==> src/status_regset.sv <==
// Status reporting package and one latched event register set.
// Assumes one instrument clock; set strobes come from logic on that clock.
`timescale 1ns/1ns
`default_nettype none

package status_pkg;
    localparam int REG_W = 8;
    localparam int BCD_W = 12;
    // Standard event bit positions
    localparam int STD_POWER_ON = 7;
    localparam int STD_CMD_ERR = 5;
    localparam int STD_EXE_ERR = 4;
    localparam int STD_QRY_ERR = 2;
    localparam int STD_OP_DONE = 0;
    localparam logic [7:0] STD_USED_MASK = 8'hB5;
    // Operation event bit positions
    localparam int OP_CAL_ERR = 6;
    localparam int OP_RAMP_DONE = 5;
    localparam int OP_LOG_DONE = 4;
    localparam int OP_ALARM = 3;
    localparam int OP_NEW_READING = 2;
    localparam int OP_OVERLOAD = 1;
    localparam int OP_NO_PROBE = 0;
    localparam int OP_COND_W = 7;
    localparam logic [7:0] OP_USED_MASK = 8'h7F;
    // Status byte bit positions
    localparam int STB_OP_SUMMARY = 7;
    localparam int STB_MASTER = 6;
    localparam int STB_STD_SUMMARY = 5;
    localparam int STB_MSG_AVAIL = 4;
    localparam logic [7:0] SRE_USED_MASK = 8'hB0;
    // Values after reset
    localparam logic [7:0] EVENT_RESET = 8'h00;
    localparam logic [7:0] ENABLE_RESET = 8'h00;

    typedef enum logic [3:0] {
        CMD_CLEAR_STATUS,
        CMD_STD_ENABLE_WRITE,
        CMD_STD_ENABLE_READ,
        CMD_STD_EVENT_READ_CLEAR,
        CMD_SRQ_ENABLE_WRITE,
        CMD_SRQ_ENABLE_READ,
        CMD_STATUS_BYTE_READ,
        CMD_OP_COMPLETE_ARM,
        CMD_OPERATION_ENABLE_WRITE,
        CMD_OPERATION_ENABLE_READ,
        CMD_OPERATION_EVENT_READ_CLEAR,
        CMD_OPERATION_CONDITION_READ
    } cmd_code_t;

    typedef struct packed {
        logic valid;
        cmd_code_t code;
        logic [7:0] value;
    } cmd_t;

    typedef struct packed {
        logic command_error_flag;
        logic execution_error_flag;
        logic query_error_flag;
    } std_evt_t;

    typedef struct packed {
        logic valid;
        logic [7:0] value;
        logic [11:0] bcd;
    } resp_t;
endpackage

module event_reg_set #(
    parameter int WIDTH = 8,
    parameter logic [7:0] USED_MASK = 8'hFF
) (
    input wire logic i_clk,
    input wire logic i_sys_rst,
    input wire logic [WIDTH-1:0] i_set,
    input wire logic i_clear,
    input wire logic i_enable_we,
    input wire logic [WIDTH-1:0] i_enable_wdata,
    output logic [WIDTH-1:0] o_event_q,
    output logic [WIDTH-1:0] o_enable_q,
    output logic o_summary
);
    logic [WIDTH-1:0] event_d;
    logic [WIDTH-1:0] used;

    assign used = USED_MASK[WIDTH-1:0];
    // A set arriving with the clear survives, so no event is lost
    assign event_d = ((i_clear ? '0 : o_event_q) | i_set) & used;
    assign o_summary = |(o_event_q & o_enable_q);

    always_ff @(posedge i_clk) begin
        if (i_sys_rst) begin
            o_event_q <= status_pkg::EVENT_RESET[WIDTH-1:0];
            o_enable_q <= status_pkg::ENABLE_RESET[WIDTH-1:0];
        end else begin
            o_event_q <= event_d;
            if (i_enable_we) begin
                o_enable_q <= i_enable_wdata & used;
            end
        end
    end

    a_set_wins: assert property (@(posedge i_clk) disable iff (i_sys_rst)
        |(i_set & used) |=> ((o_event_q & $past(i_set)) == ($past(i_set) & used)))
        else $error("event set lost");
    a_clear_empties: assert property (@(posedge i_clk) disable iff (i_sys_rst)
        i_clear && !(|i_set) |=> o_event_q == '0)
        else $error("event clear failed");
endmodule

`default_nettype wire

==> src/status_service.sv <==
// Status byte, service request and command handling for two event sets.
// Assumes decoded commands, serial poll and event strobes on the instrument clock.
`timescale 1ns/1ns
`default_nettype none

// Overview of operation
// Status byte is read-only and follows the set summaries continuously.
// Enabled summaries ORed form master summary, driving service request.
// Service request enable mask is written and read back unchanged.
// Query answers carry the binary-weighted value, also as decimal digits.
// Only enable masks are writable; other status registers are read-only.
// Condition register has no clearing action; it is live.
// Querying an event register clears that register.
// Clear-status command clears both event registers and their summaries.
// Writing zero clears a mask; reset clears masks, events, status byte.
// No direct status byte clear; summary drops when its events clear.
// Standard flags: power-on 7, command 5, execution 4, query 2, done 0.
// Command error flag sets on parse or unsupported command errors.
// Execution error flag sets on requests beyond capability.
// Query error flag sets when response data is lost to full queue.
// Done flag sets after arming once pending operations finish.
// Standard enable written and read; standard events read then cleared.
// Standard flags ANDed with enable form the standard summary.
// Operation flags: calibration 6, ramp 5, log 4, alarm 3, reading 2.
// Calibration error flag sets when uncalibrated or data corrupted.
// Operation enable write/read, event read-clear, live condition read.
// Operation flags ANDed with enable form the operation summary.
// Status byte query reports master summary without clearing.
// Event bits latch, ignore repeats, hold until read-clear or clear.
// Status byte: operation 7, master 6, standard 5, message 4.
// Service request asserts only on master summary rising edge.
// Serial poll clears request service, master summary remains.
// Undefined bits read zero; matching enable writes are ignored.
// Summaries and status byte are recomputed every clock cycle.
module status_service (
    input wire logic i_clk,
    input wire logic i_sys_rst,
    input wire status_pkg::cmd_t i_cmd,
    input wire status_pkg::std_evt_t i_std_evt,
    input wire logic i_ops_idle,
    input wire logic [6:0] i_op_cond,
    input wire logic i_msg_available,
    input wire logic i_serial_poll,
    output var status_pkg::resp_t o_resp,
    output logic [7:0] o_poll_byte,
    output logic o_poll_valid,
    output logic o_srq
);
    logic [7:0] std_set;
    logic [7:0] std_event_q;
    logic [7:0] std_enable_q;
    logic std_summary;
    logic [7:0] op_set;
    logic [7:0] op_event_q;
    logic [7:0] op_enable_q;
    logic op_summary;
    logic [7:0] sre_q;
    logic [7:0] status_byte;
    logic [7:0] summary_bits;
    logic master_summary_bit;
    logic master_prev_q;
    logic request_service_bit_q;
    logic request_service_bit_d;
    logic power_on_pending_q;
    logic done_armed_q;
    logic done_armed_d;
    logic done_fire;
    logic [6:0] cond_prev_q;
    logic cmd_cls;
    logic std_read_clear;
    logic op_read_clear;
    logic std_enable_we;
    logic op_enable_we;
    logic sre_we;
    logic [7:0] answer_value;
    logic answer_valid;
    status_pkg::resp_t resp_d;
    logic [7:0] op_condition;

    function automatic logic [11:0] to_bcd(input logic [7:0] bin);
        logic [19:0] s;
        s = {12'h000, bin};
        for (int i = 0; i < 8; i++) begin
            if (s[11:8] > 4'h4) s[11:8] = s[11:8] + 4'h3;
            if (s[15:12] > 4'h4) s[15:12] = s[15:12] + 4'h3;
            if (s[19:16] > 4'h4) s[19:16] = s[19:16] + 4'h3;
            s = {s[18:0], 1'b0};
        end
        return s[19:8];
    endfunction

    // Command decode
    assign cmd_cls = i_cmd.valid && i_cmd.code == status_pkg::CMD_CLEAR_STATUS;
    assign std_read_clear = i_cmd.valid && i_cmd.code == status_pkg::CMD_STD_EVENT_READ_CLEAR;
    assign op_read_clear = i_cmd.valid && i_cmd.code == status_pkg::CMD_OPERATION_EVENT_READ_CLEAR;
    // Only masks have write commands; everything else has no write path
    assign std_enable_we = i_cmd.valid && i_cmd.code == status_pkg::CMD_STD_ENABLE_WRITE;
    assign op_enable_we = i_cmd.valid && i_cmd.code == status_pkg::CMD_OPERATION_ENABLE_WRITE;
    assign sre_we = i_cmd.valid && i_cmd.code == status_pkg::CMD_SRQ_ENABLE_WRITE;

    // Operation-complete arming
    assign done_fire = done_armed_q && i_ops_idle;
    assign done_armed_d = (i_cmd.valid && i_cmd.code == status_pkg::CMD_OP_COMPLETE_ARM) ? 1'b1 :
                          (done_fire ? 1'b0 : done_armed_q);

    // Standard event strobes
    always_comb begin
        std_set = 8'h00;
        std_set[status_pkg::STD_POWER_ON] = power_on_pending_q;
        std_set[status_pkg::STD_CMD_ERR] = i_std_evt.command_error_flag;
        std_set[status_pkg::STD_EXE_ERR] = i_std_evt.execution_error_flag;
        std_set[status_pkg::STD_QRY_ERR] = i_std_evt.query_error_flag;
        std_set[status_pkg::STD_OP_DONE] = done_fire;
    end

    // Operation events latch on the rising edge of each live condition
    assign op_condition = {1'b0, i_op_cond};
    assign op_set = {1'b0, i_op_cond & ~cond_prev_q};

    event_reg_set #(.WIDTH(8), .USED_MASK(status_pkg::STD_USED_MASK)) u_std (
        .i_clk(i_clk),
        .i_sys_rst(i_sys_rst),
        .i_set(std_set),
        .i_clear(std_read_clear || cmd_cls),
        .i_enable_we(std_enable_we),
        .i_enable_wdata(i_cmd.value),
        .o_event_q(std_event_q),
        .o_enable_q(std_enable_q),
        .o_summary(std_summary)
    );

    event_reg_set #(.WIDTH(8), .USED_MASK(status_pkg::OP_USED_MASK)) u_op (
        .i_clk(i_clk),
        .i_sys_rst(i_sys_rst),
        .i_set(op_set),
        .i_clear(op_read_clear || cmd_cls),
        .i_enable_we(op_enable_we),
        .i_enable_wdata(i_cmd.value),
        .o_event_q(op_event_q),
        .o_enable_q(op_enable_q),
        .o_summary(op_summary)
    );

    // Status byte: unlatched, rebuilt every cycle
    always_comb begin
        summary_bits = 8'h00;
        summary_bits[status_pkg::STB_OP_SUMMARY] = op_summary;
        summary_bits[status_pkg::STB_STD_SUMMARY] = std_summary;
        summary_bits[status_pkg::STB_MSG_AVAIL] = i_msg_available;
    end
    assign master_summary_bit = |(summary_bits & sre_q);
    assign status_byte = summary_bits | ({7'h00, master_summary_bit} << status_pkg::STB_MASTER);

    // Request service latches on the master rising edge, poll clears it
    assign request_service_bit_d = (master_summary_bit && !master_prev_q) ? 1'b1 :
                                   (i_serial_poll ? 1'b0 : request_service_bit_q);
    assign o_srq = request_service_bit_q;

    // Query answer select
    always_comb begin
        answer_valid = i_cmd.valid;
        case (i_cmd.code)
            status_pkg::CMD_STD_ENABLE_READ: answer_value = std_enable_q;
            status_pkg::CMD_STD_EVENT_READ_CLEAR: answer_value = std_event_q;
            status_pkg::CMD_SRQ_ENABLE_READ: answer_value = sre_q;
            status_pkg::CMD_STATUS_BYTE_READ: answer_value = status_byte;
            status_pkg::CMD_OPERATION_ENABLE_READ: answer_value = op_enable_q;
            status_pkg::CMD_OPERATION_EVENT_READ_CLEAR: answer_value = op_event_q;
            status_pkg::CMD_OPERATION_CONDITION_READ: answer_value = op_condition;
            default: begin
                answer_value = 8'h00;
                answer_valid = 1'b0;
            end
        endcase
    end

    always_comb begin
        resp_d.valid = answer_valid;
        resp_d.value = answer_value;
        resp_d.bcd = to_bcd(answer_value);
    end

    always_ff @(posedge i_clk) begin
        if (i_sys_rst) begin
            sre_q <= status_pkg::ENABLE_RESET;
            master_prev_q <= 1'b0;
            request_service_bit_q <= 1'b0;
            power_on_pending_q <= 1'b1;
            done_armed_q <= 1'b0;
            cond_prev_q <= 7'h00;
            o_resp <= '0;
            o_poll_byte <= 8'h00;
            o_poll_valid <= 1'b0;
        end else begin
            if (sre_we) begin
                sre_q <= i_cmd.value & status_pkg::SRE_USED_MASK;
            end
            master_prev_q <= master_summary_bit;
            request_service_bit_q <= request_service_bit_d;
            power_on_pending_q <= 1'b0;
            done_armed_q <= done_armed_d;
            cond_prev_q <= i_op_cond;
            o_resp <= resp_d;
            o_poll_valid <= i_serial_poll;
            if (i_serial_poll) begin
                // Poll reports the request function in bit 6
                o_poll_byte <= summary_bits | ({7'h00, request_service_bit_q} << status_pkg::STB_MASTER);
            end
        end
    end

    // Checks
    a_srq_rise_only: assert property (@(posedge i_clk) disable iff (i_sys_rst)
        $rose(o_srq) |-> $past(master_summary_bit) && !$past(master_prev_q))
        else $error("service request without master rise");
    a_poll_clears_request: assert property (@(posedge i_clk) disable iff (i_sys_rst)
        i_serial_poll && !(master_summary_bit && !master_prev_q) |=> !o_srq)
        else $error("poll left request set");
    // Built from the summaries and mask bits by position, not from the decode expression
    a_master_summary: assert property (@(posedge i_clk) disable iff (i_sys_rst)
        status_byte[status_pkg::STB_MASTER] == ((op_summary && sre_q[status_pkg::STB_OP_SUMMARY])
        || (std_summary && sre_q[status_pkg::STB_STD_SUMMARY])
        || (i_msg_available && sre_q[status_pkg::STB_MSG_AVAIL])))
        else $error("master summary mismatch");
    a_std_read_clear: assert property (@(posedge i_clk) disable iff (i_sys_rst)
        std_read_clear && !(|std_set) |=> std_event_q == 8'h00 && o_resp.value == $past(std_event_q))
        else $error("standard read-clear wrong");
    a_cls_clears_both: assert property (@(posedge i_clk) disable iff (i_sys_rst)
        cmd_cls && !(|std_set) && !(|op_set) |=> std_event_q == 8'h00 && op_event_q == 8'h00)
        else $error("clear status failed");
    // Host leaves one idle cycle between commands, so the read follows the write by two
    a_sre_readback: assert property (@(posedge i_clk) disable iff (i_sys_rst)
        sre_we ##1 !sre_we ##1 (i_cmd.valid && i_cmd.code == status_pkg::CMD_SRQ_ENABLE_READ)
        |=> o_resp.value == ($past(i_cmd.value, 3) & status_pkg::SRE_USED_MASK))
        else $error("enable readback wrong");
    a_power_on_flag: assert property (@(posedge i_clk)
        $fell(i_sys_rst) |=> std_event_q[status_pkg::STD_POWER_ON])
        else $error("power-on flag missing");
    a_reset_clears: assert property (@(posedge i_clk)
        i_sys_rst |=> sre_q == 8'h00 && op_enable_q == 8'h00 && !o_srq)
        else $error("reset left state");
    // A fresh arm in the firing cycle re-arms on purpose
    a_done_fire: assert property (@(posedge i_clk) disable iff (i_sys_rst)
        done_armed_q && i_ops_idle && !(i_cmd.valid && i_cmd.code == status_pkg::CMD_OP_COMPLETE_ARM)
        |=> std_event_q[status_pkg::STD_OP_DONE] && !done_armed_q)
        else $error("completion flag missed");
    a_op_latch: assert property (@(posedge i_clk) disable iff (i_sys_rst)
        $rose(i_op_cond[status_pkg::OP_ALARM]) ##1 (!op_read_clear && !cmd_cls)
        |=> op_event_q[status_pkg::OP_ALARM])
        else $error("operation event not held");
    a_unused_zero: assert property (@(posedge i_clk) disable iff (i_sys_rst)
        (std_event_q & ~status_pkg::STD_USED_MASK) == 8'h00 && op_event_q[7] == 1'b0
        && status_byte[3:0] == 4'h0)
        else $error("undefined bit set");

    c_srq_raised: cover property (@(posedge i_clk) disable iff (i_sys_rst) $rose(o_srq));
    c_poll_after_srq: cover property (@(posedge i_clk) disable iff (i_sys_rst) o_srq ##[1:20] i_serial_poll);
    c_std_readclear: cover property (@(posedge i_clk) disable iff (i_sys_rst)
        std_read_clear && std_event_q != 8'h00);
    c_done_fire: cover property (@(posedge i_clk) disable iff (i_sys_rst) done_fire);
endmodule

`default_nettype wire

==> config.mk <==
export PLATFORM = sky130hd
export DESIGN_NAME = status_service
export DESIGN_NICKNAME = d
export VERILOG_FILES = /design/src/status_regset.sv /design/src/status_service.sv
export SDC_FILE = /design/constraint.sdc
export NUM_CORES = 1
export LEC_CHECK = 0
export BUFFER_PORTS_ARGS = -buffer_cell sky130_fd_sc_hd__buf_2
export CORE_ASPECT_RATIO = 0.7
export CORE_MARGIN = 3
export CORE_UTILIZATION = 25
export DETAILED_ROUTE_END_ITERATION = 10
export HOLD_SLACK_MARGIN = 0.02
export PLACE_DENSITY = 0.44
export SYNTH_ARGS = -nofsm -noshare
export SYNTH_HDL_FRONTEND = slang
export SYNTH_SLANG_ARGS = --single-unit
export TNS_END_PERCENT = 10
==> constraint.sdc <==
create_clock -name i_clk -period 16.55 [get_ports i_clk]
set_input_delay 1.655 -clock i_clk [delete_from_list [all_inputs] [get_ports i_clk]]
set_output_delay 1.655 -clock i_clk [all_outputs]
set_load 0.03 [all_outputs]
==> run summary <==
The first global-routing pass estimated 15.4 mm of wire. On the final layout, the worst hold slack is 0.437 ns. Among cell families on the critical path, the largest total delay comes from simple AND/OR/NAND/NOR gates. The critical path is of the input port to flop type. On the final layout, the worst clock skew is 0.00471 ns. The share of final-layout standard cells stronger than drive strength 1 works out to 22.2%.

After legalization and detailed placement, the total HPWL measured 7.30 mm. The tools report the internal power component as 0.314 mW. The library cell with the largest summed area after synthesis is sky130_fd_sc_hd__dfxtp_1. Setup repair after global routing left no endpoint under its margin. In this run the mean area of a mapped cell was 8.86 um^2.

The final-report hold violation count was 0; the total leakage power was 1.74 nW. The floorplan step defined a die boundary enclosing 0.0147 mm^2. The net switching fraction of the power works out to 26.0%.

For the worst setup path, the data required time is 16.77 ns. The cell that appears most often on the critical path is sky130_fd_sc_hd__ha_1. For this run, the top clock speed supported by timing is 125 MHz. Summed over all failing endpoints, the final setup total negative slack is 0 ns. Entering global routing, the biggest net connects 49 pins. The commonest cells after synthesis are sky130_fd_sc_hd__dfxtp_1 (61), sky130_fd_sc_hd__nor2_1 (45), sky130_fd_sc_hd__mux2i_1 (22), sky130_fd_sc_hd__nand2_1 (22), sky130_fd_sc_hd__a21oi_1 (21). The total number of yosys warnings is 0. The largest single stage delay on the critical path is 0.53 ns.

For this block, the via count after detailed routing is 2,873. Setup violations remaining at the end of the flow were counted as 0. In the final design database the tool counted 455 nets.

Cts-stage hold buffer count: 0. The tools report the origin of the worst setup path as i_cmd[8]. The placeable core area is 0.0127 mm^2, and the flop and latch count out of synthesis is 61. STA classifies the critical path startpoint as an input port. The clock tree synthesis step divided the H-tree into 3 levels. The path class of the tightest hold or removal check is flop to flop. For the share of total power in combinational logic, the log shows 14.8%.

Compared with the post-synthesis result, the final layout area differs by 20.5%. The cell count after synthesis came out at 374. For this configuration, the core starts out at a cell density of 26.1%. In the routed layout, each cell is associated on average with a via count of 4.90. For this run, the detailed router's first-pass iteration total came to 4.

For this design the ratio of total power to cell area is 106 mW/mm^2. Post-synthesis async set-or-reset flop share: 0%. The number of enable-type register cells in the synthesized netlist works out to 0. Registers are responsible for 37.1% of the overall power.

Row generation in the floorplan step produced 34 rows. The clock slew at the register clock pins of the worst setup and hold paths came out at 0.05 ns. For the pin with the worst max-slew slack, the measured transition is 0.705 ns.

The slowest stage cell on the critical path was sky130_fd_sc_hd__nor2b_1. The die is 144 um wide. Most used flip-flop cell after synthesis: sky130_fd_sc_hd__dfxtp_1. In the post-synthesis netlist, the cell with the most instances is sky130_fd_sc_hd__dfxtp_1. After synthesis, the cell types taking the most area are sky130_fd_sc_hd__dfxtp_1 (37%), sky130_fd_sc_hd__mux2i_1 (6.6%), sky130_fd_sc_hd__nor2_1 (5.1%). Summed over all layers, the global routing overflow is 0.

The number of buffer and inverter stages on the critical path was 3. Once detail routing completed, the nets flagged for antenna violations numbered 0. Buffers added to address setup during post-CTS repair amount to 0. The run gives 0.881 as the global placer's final weighted congestion. The cell sitting at the root of the clock tree is a sky130_fd_sc_hd__clkbuf_16. After layout, the minimum clock period comes to 8.02 ns. The worst setup path is captured at a flop. After detailed routing, the number of remaining DRC violations is 0. The clock passes through at most 2 buffers. The flow ran to the end, and the final reports show no timing, DRC or antenna violations. The wire length per cell was 16.5 um; the overall power consumption was 0.425 mW. Wires add up to 9.68 mm. Pin placement for this block handled 59 I/O pins. In this run the tool buffered the top-level ports with 52 buffer cells. At the later pin of the worst-skew pair, clock insertion delay measures 0.33 ns. The run gives 1,344 as the number of filler instances in the final layout. The tools report the worst max-slew margin expressed relative to the limit as 53.0%. Across the run, the number of max-cap violations was 0. In this run, distinct cell masters in the synthesized netlist total 67. The logs give 2,754 for the number of global-route vias before repair and 0.110 mW for the net switching power of the design. The clock buffer count from CTS is 9.

The run gives 13.7% as the combined global-route utilization of all metal layers. Data on the critical path arrives at its endpoint at 8.24 ns. The first routing iteration left 178 violations. The synthesized netlist occupies a cell area of 0.00331 mm^2.

The repair_antennas step left the layout with diodes totalling 0. The die height was 102 um. The share of the clock period used by the worst path was 48.5%.

The share of total power dissipated in the clock network is 48.0%. Along the worst path, the maximum fanout reaches 20. Hold path startpoint: power_on_pending_q. The run gives 0 as the initial antenna violation count. For the proportion of synthesized chip area in sequential cells, the log shows 36.9%.

IR analysis of the VDD net gives a maximum drop of 0.0451 mV. After clock tree synthesis, the repair step resized 0 gates. TritonCTS built the clock tree.

The logs give 61 for the count of clock tree sinks and 0 for the count of pins over their slew limit. The worst register-to-register path begins at u_std.o_event_q[2]. Of the post-synthesis cell area, the dominant cell type holds 36.9%.
==> final timing paths <==
kind | end | slack, ns | depth (start not counted)
max | o_resp[1] | 8.53 | 28
min | u_std.o_event_q[7] | 0.44 | 2
max reg2reg | o_resp[1] | 9.66 | 27
min reg2reg | u_std.o_event_q[7] | 0.44 | 2
==> per-stage QoR <==
stage | util (%) | std cells | setup slack [ns] | area (um^2)
5_1_grt | 31.5 | 586 | 7.95 | 3990
2_1_floorplan | - | 379 | 9.22 | 3330
4_1_cts | 31.5 | 586 | 8.62 | 3990
3_3_place_gp | 28.9 | 570 | 8.53 | 3660
6_report | 31.5 | 586 | 8.53 | 3990
3_5_place_dp | 28.9 | 570 | 8.29 | 3660
==> cells by family after synthesis <==
| group | count (synthesis) | synth area share, % |
|---|---|---|
| simple gates | 132 | 20.9 |
| fa+ha+maj | 8 | 3.02 |
| compound gates | 87 | 19.7 |
| other cells | 1 | 0.113 |
| buf+inv | 44 | 6.53 |
| flops | 61 | 36.9 |
| xor+xnor | 6 | 1.59 |
| mux | 35 | 11.3 |
==> sequential cells by signal (all words and copies together), names as in the netlist <==
signal / cells
cond_prev_q: 7
done_armed_q: 1
master_prev_q: 1
o_poll_byte: 4
o_poll_valid: 1
o_resp: 18
o_srq: 1
power_on_pending_q: 1
sre_q: 3
u_op.o_enable_q: 7
u_op.o_event_q: 7
u_std.o_enable_q: 5
u_std.o_event_q: 5
==> cells in the final DEF, fill, tap and decap left out, drive strengths merged, types with 5 or more instances in the layout <==
cell	synthesis	layout
nor2	45	45
a22o	11	11
dfxtp	61	61
clkbuf	5	11
nand2	22	22
a211oi	8	8
nand3	10	10
mux2	12	12
mux2i	23	23
inv	19	19
ha	8	8
nand3b	5	5
a21oi	23	23
and3	5	5
o21ai	9	9
nor2b	11	11
buf	20	54
a22oi	5	5
conb	1	6
nor3	6	6
nand4	5	5
==> cell type report <==
cell class                      instances  area, um^2  share of cell area, %
Multi-Input combinational cell        274        1890                   47.5
Inverter                               19        71.3                   1.79
Clock inverter                          5        83.8                   2.10
Sequential cell                        61        1220                   30.6
Timing Repair Buffer                   54         275                   6.90
Clock buffer                           11         243                   6.08
Tap cell                              162         203                   5.08
==> power groups by stage <==
stage / combinational [mW] / clock (mW) / sequential (mW)
6_report: 0.0630 / 0.204 / 0.158
3_5_place_dp: 0.0627 / 0 / 0.161
5_1_grt: 0.0697 / 0.217 / 0.158
3_3_place_gp: 0.0621 / 0 / 0.161
2_1_floorplan: 0.0424 / 0 / 0.165
4_1_cts: 0.0631 / 0.210 / 0.158
==> routing by layer <==
metal | vias to the layer above | global-route usage [%] | share of wire [%]
met2 | 92 | 17.6 | 37
met1 | 1348 | 21.4 | 55
met5 | - | 0 | 0
met3 | 9 | 4.49 | 6.9
li1 | 1424 | - | -
met4 | 0 | 3.47 | 0.99
==> tightest hold or removal path: stages, from the launching register on <==
cell and delay [ns]:
sky130_fd_sc_hd__dfxtp_1 0.30, sky130_fd_sc_hd__a21oi_1 0.04, sky130_fd_sc_hd__nor2_1 0.07
(Power assumes the default switching activity.)
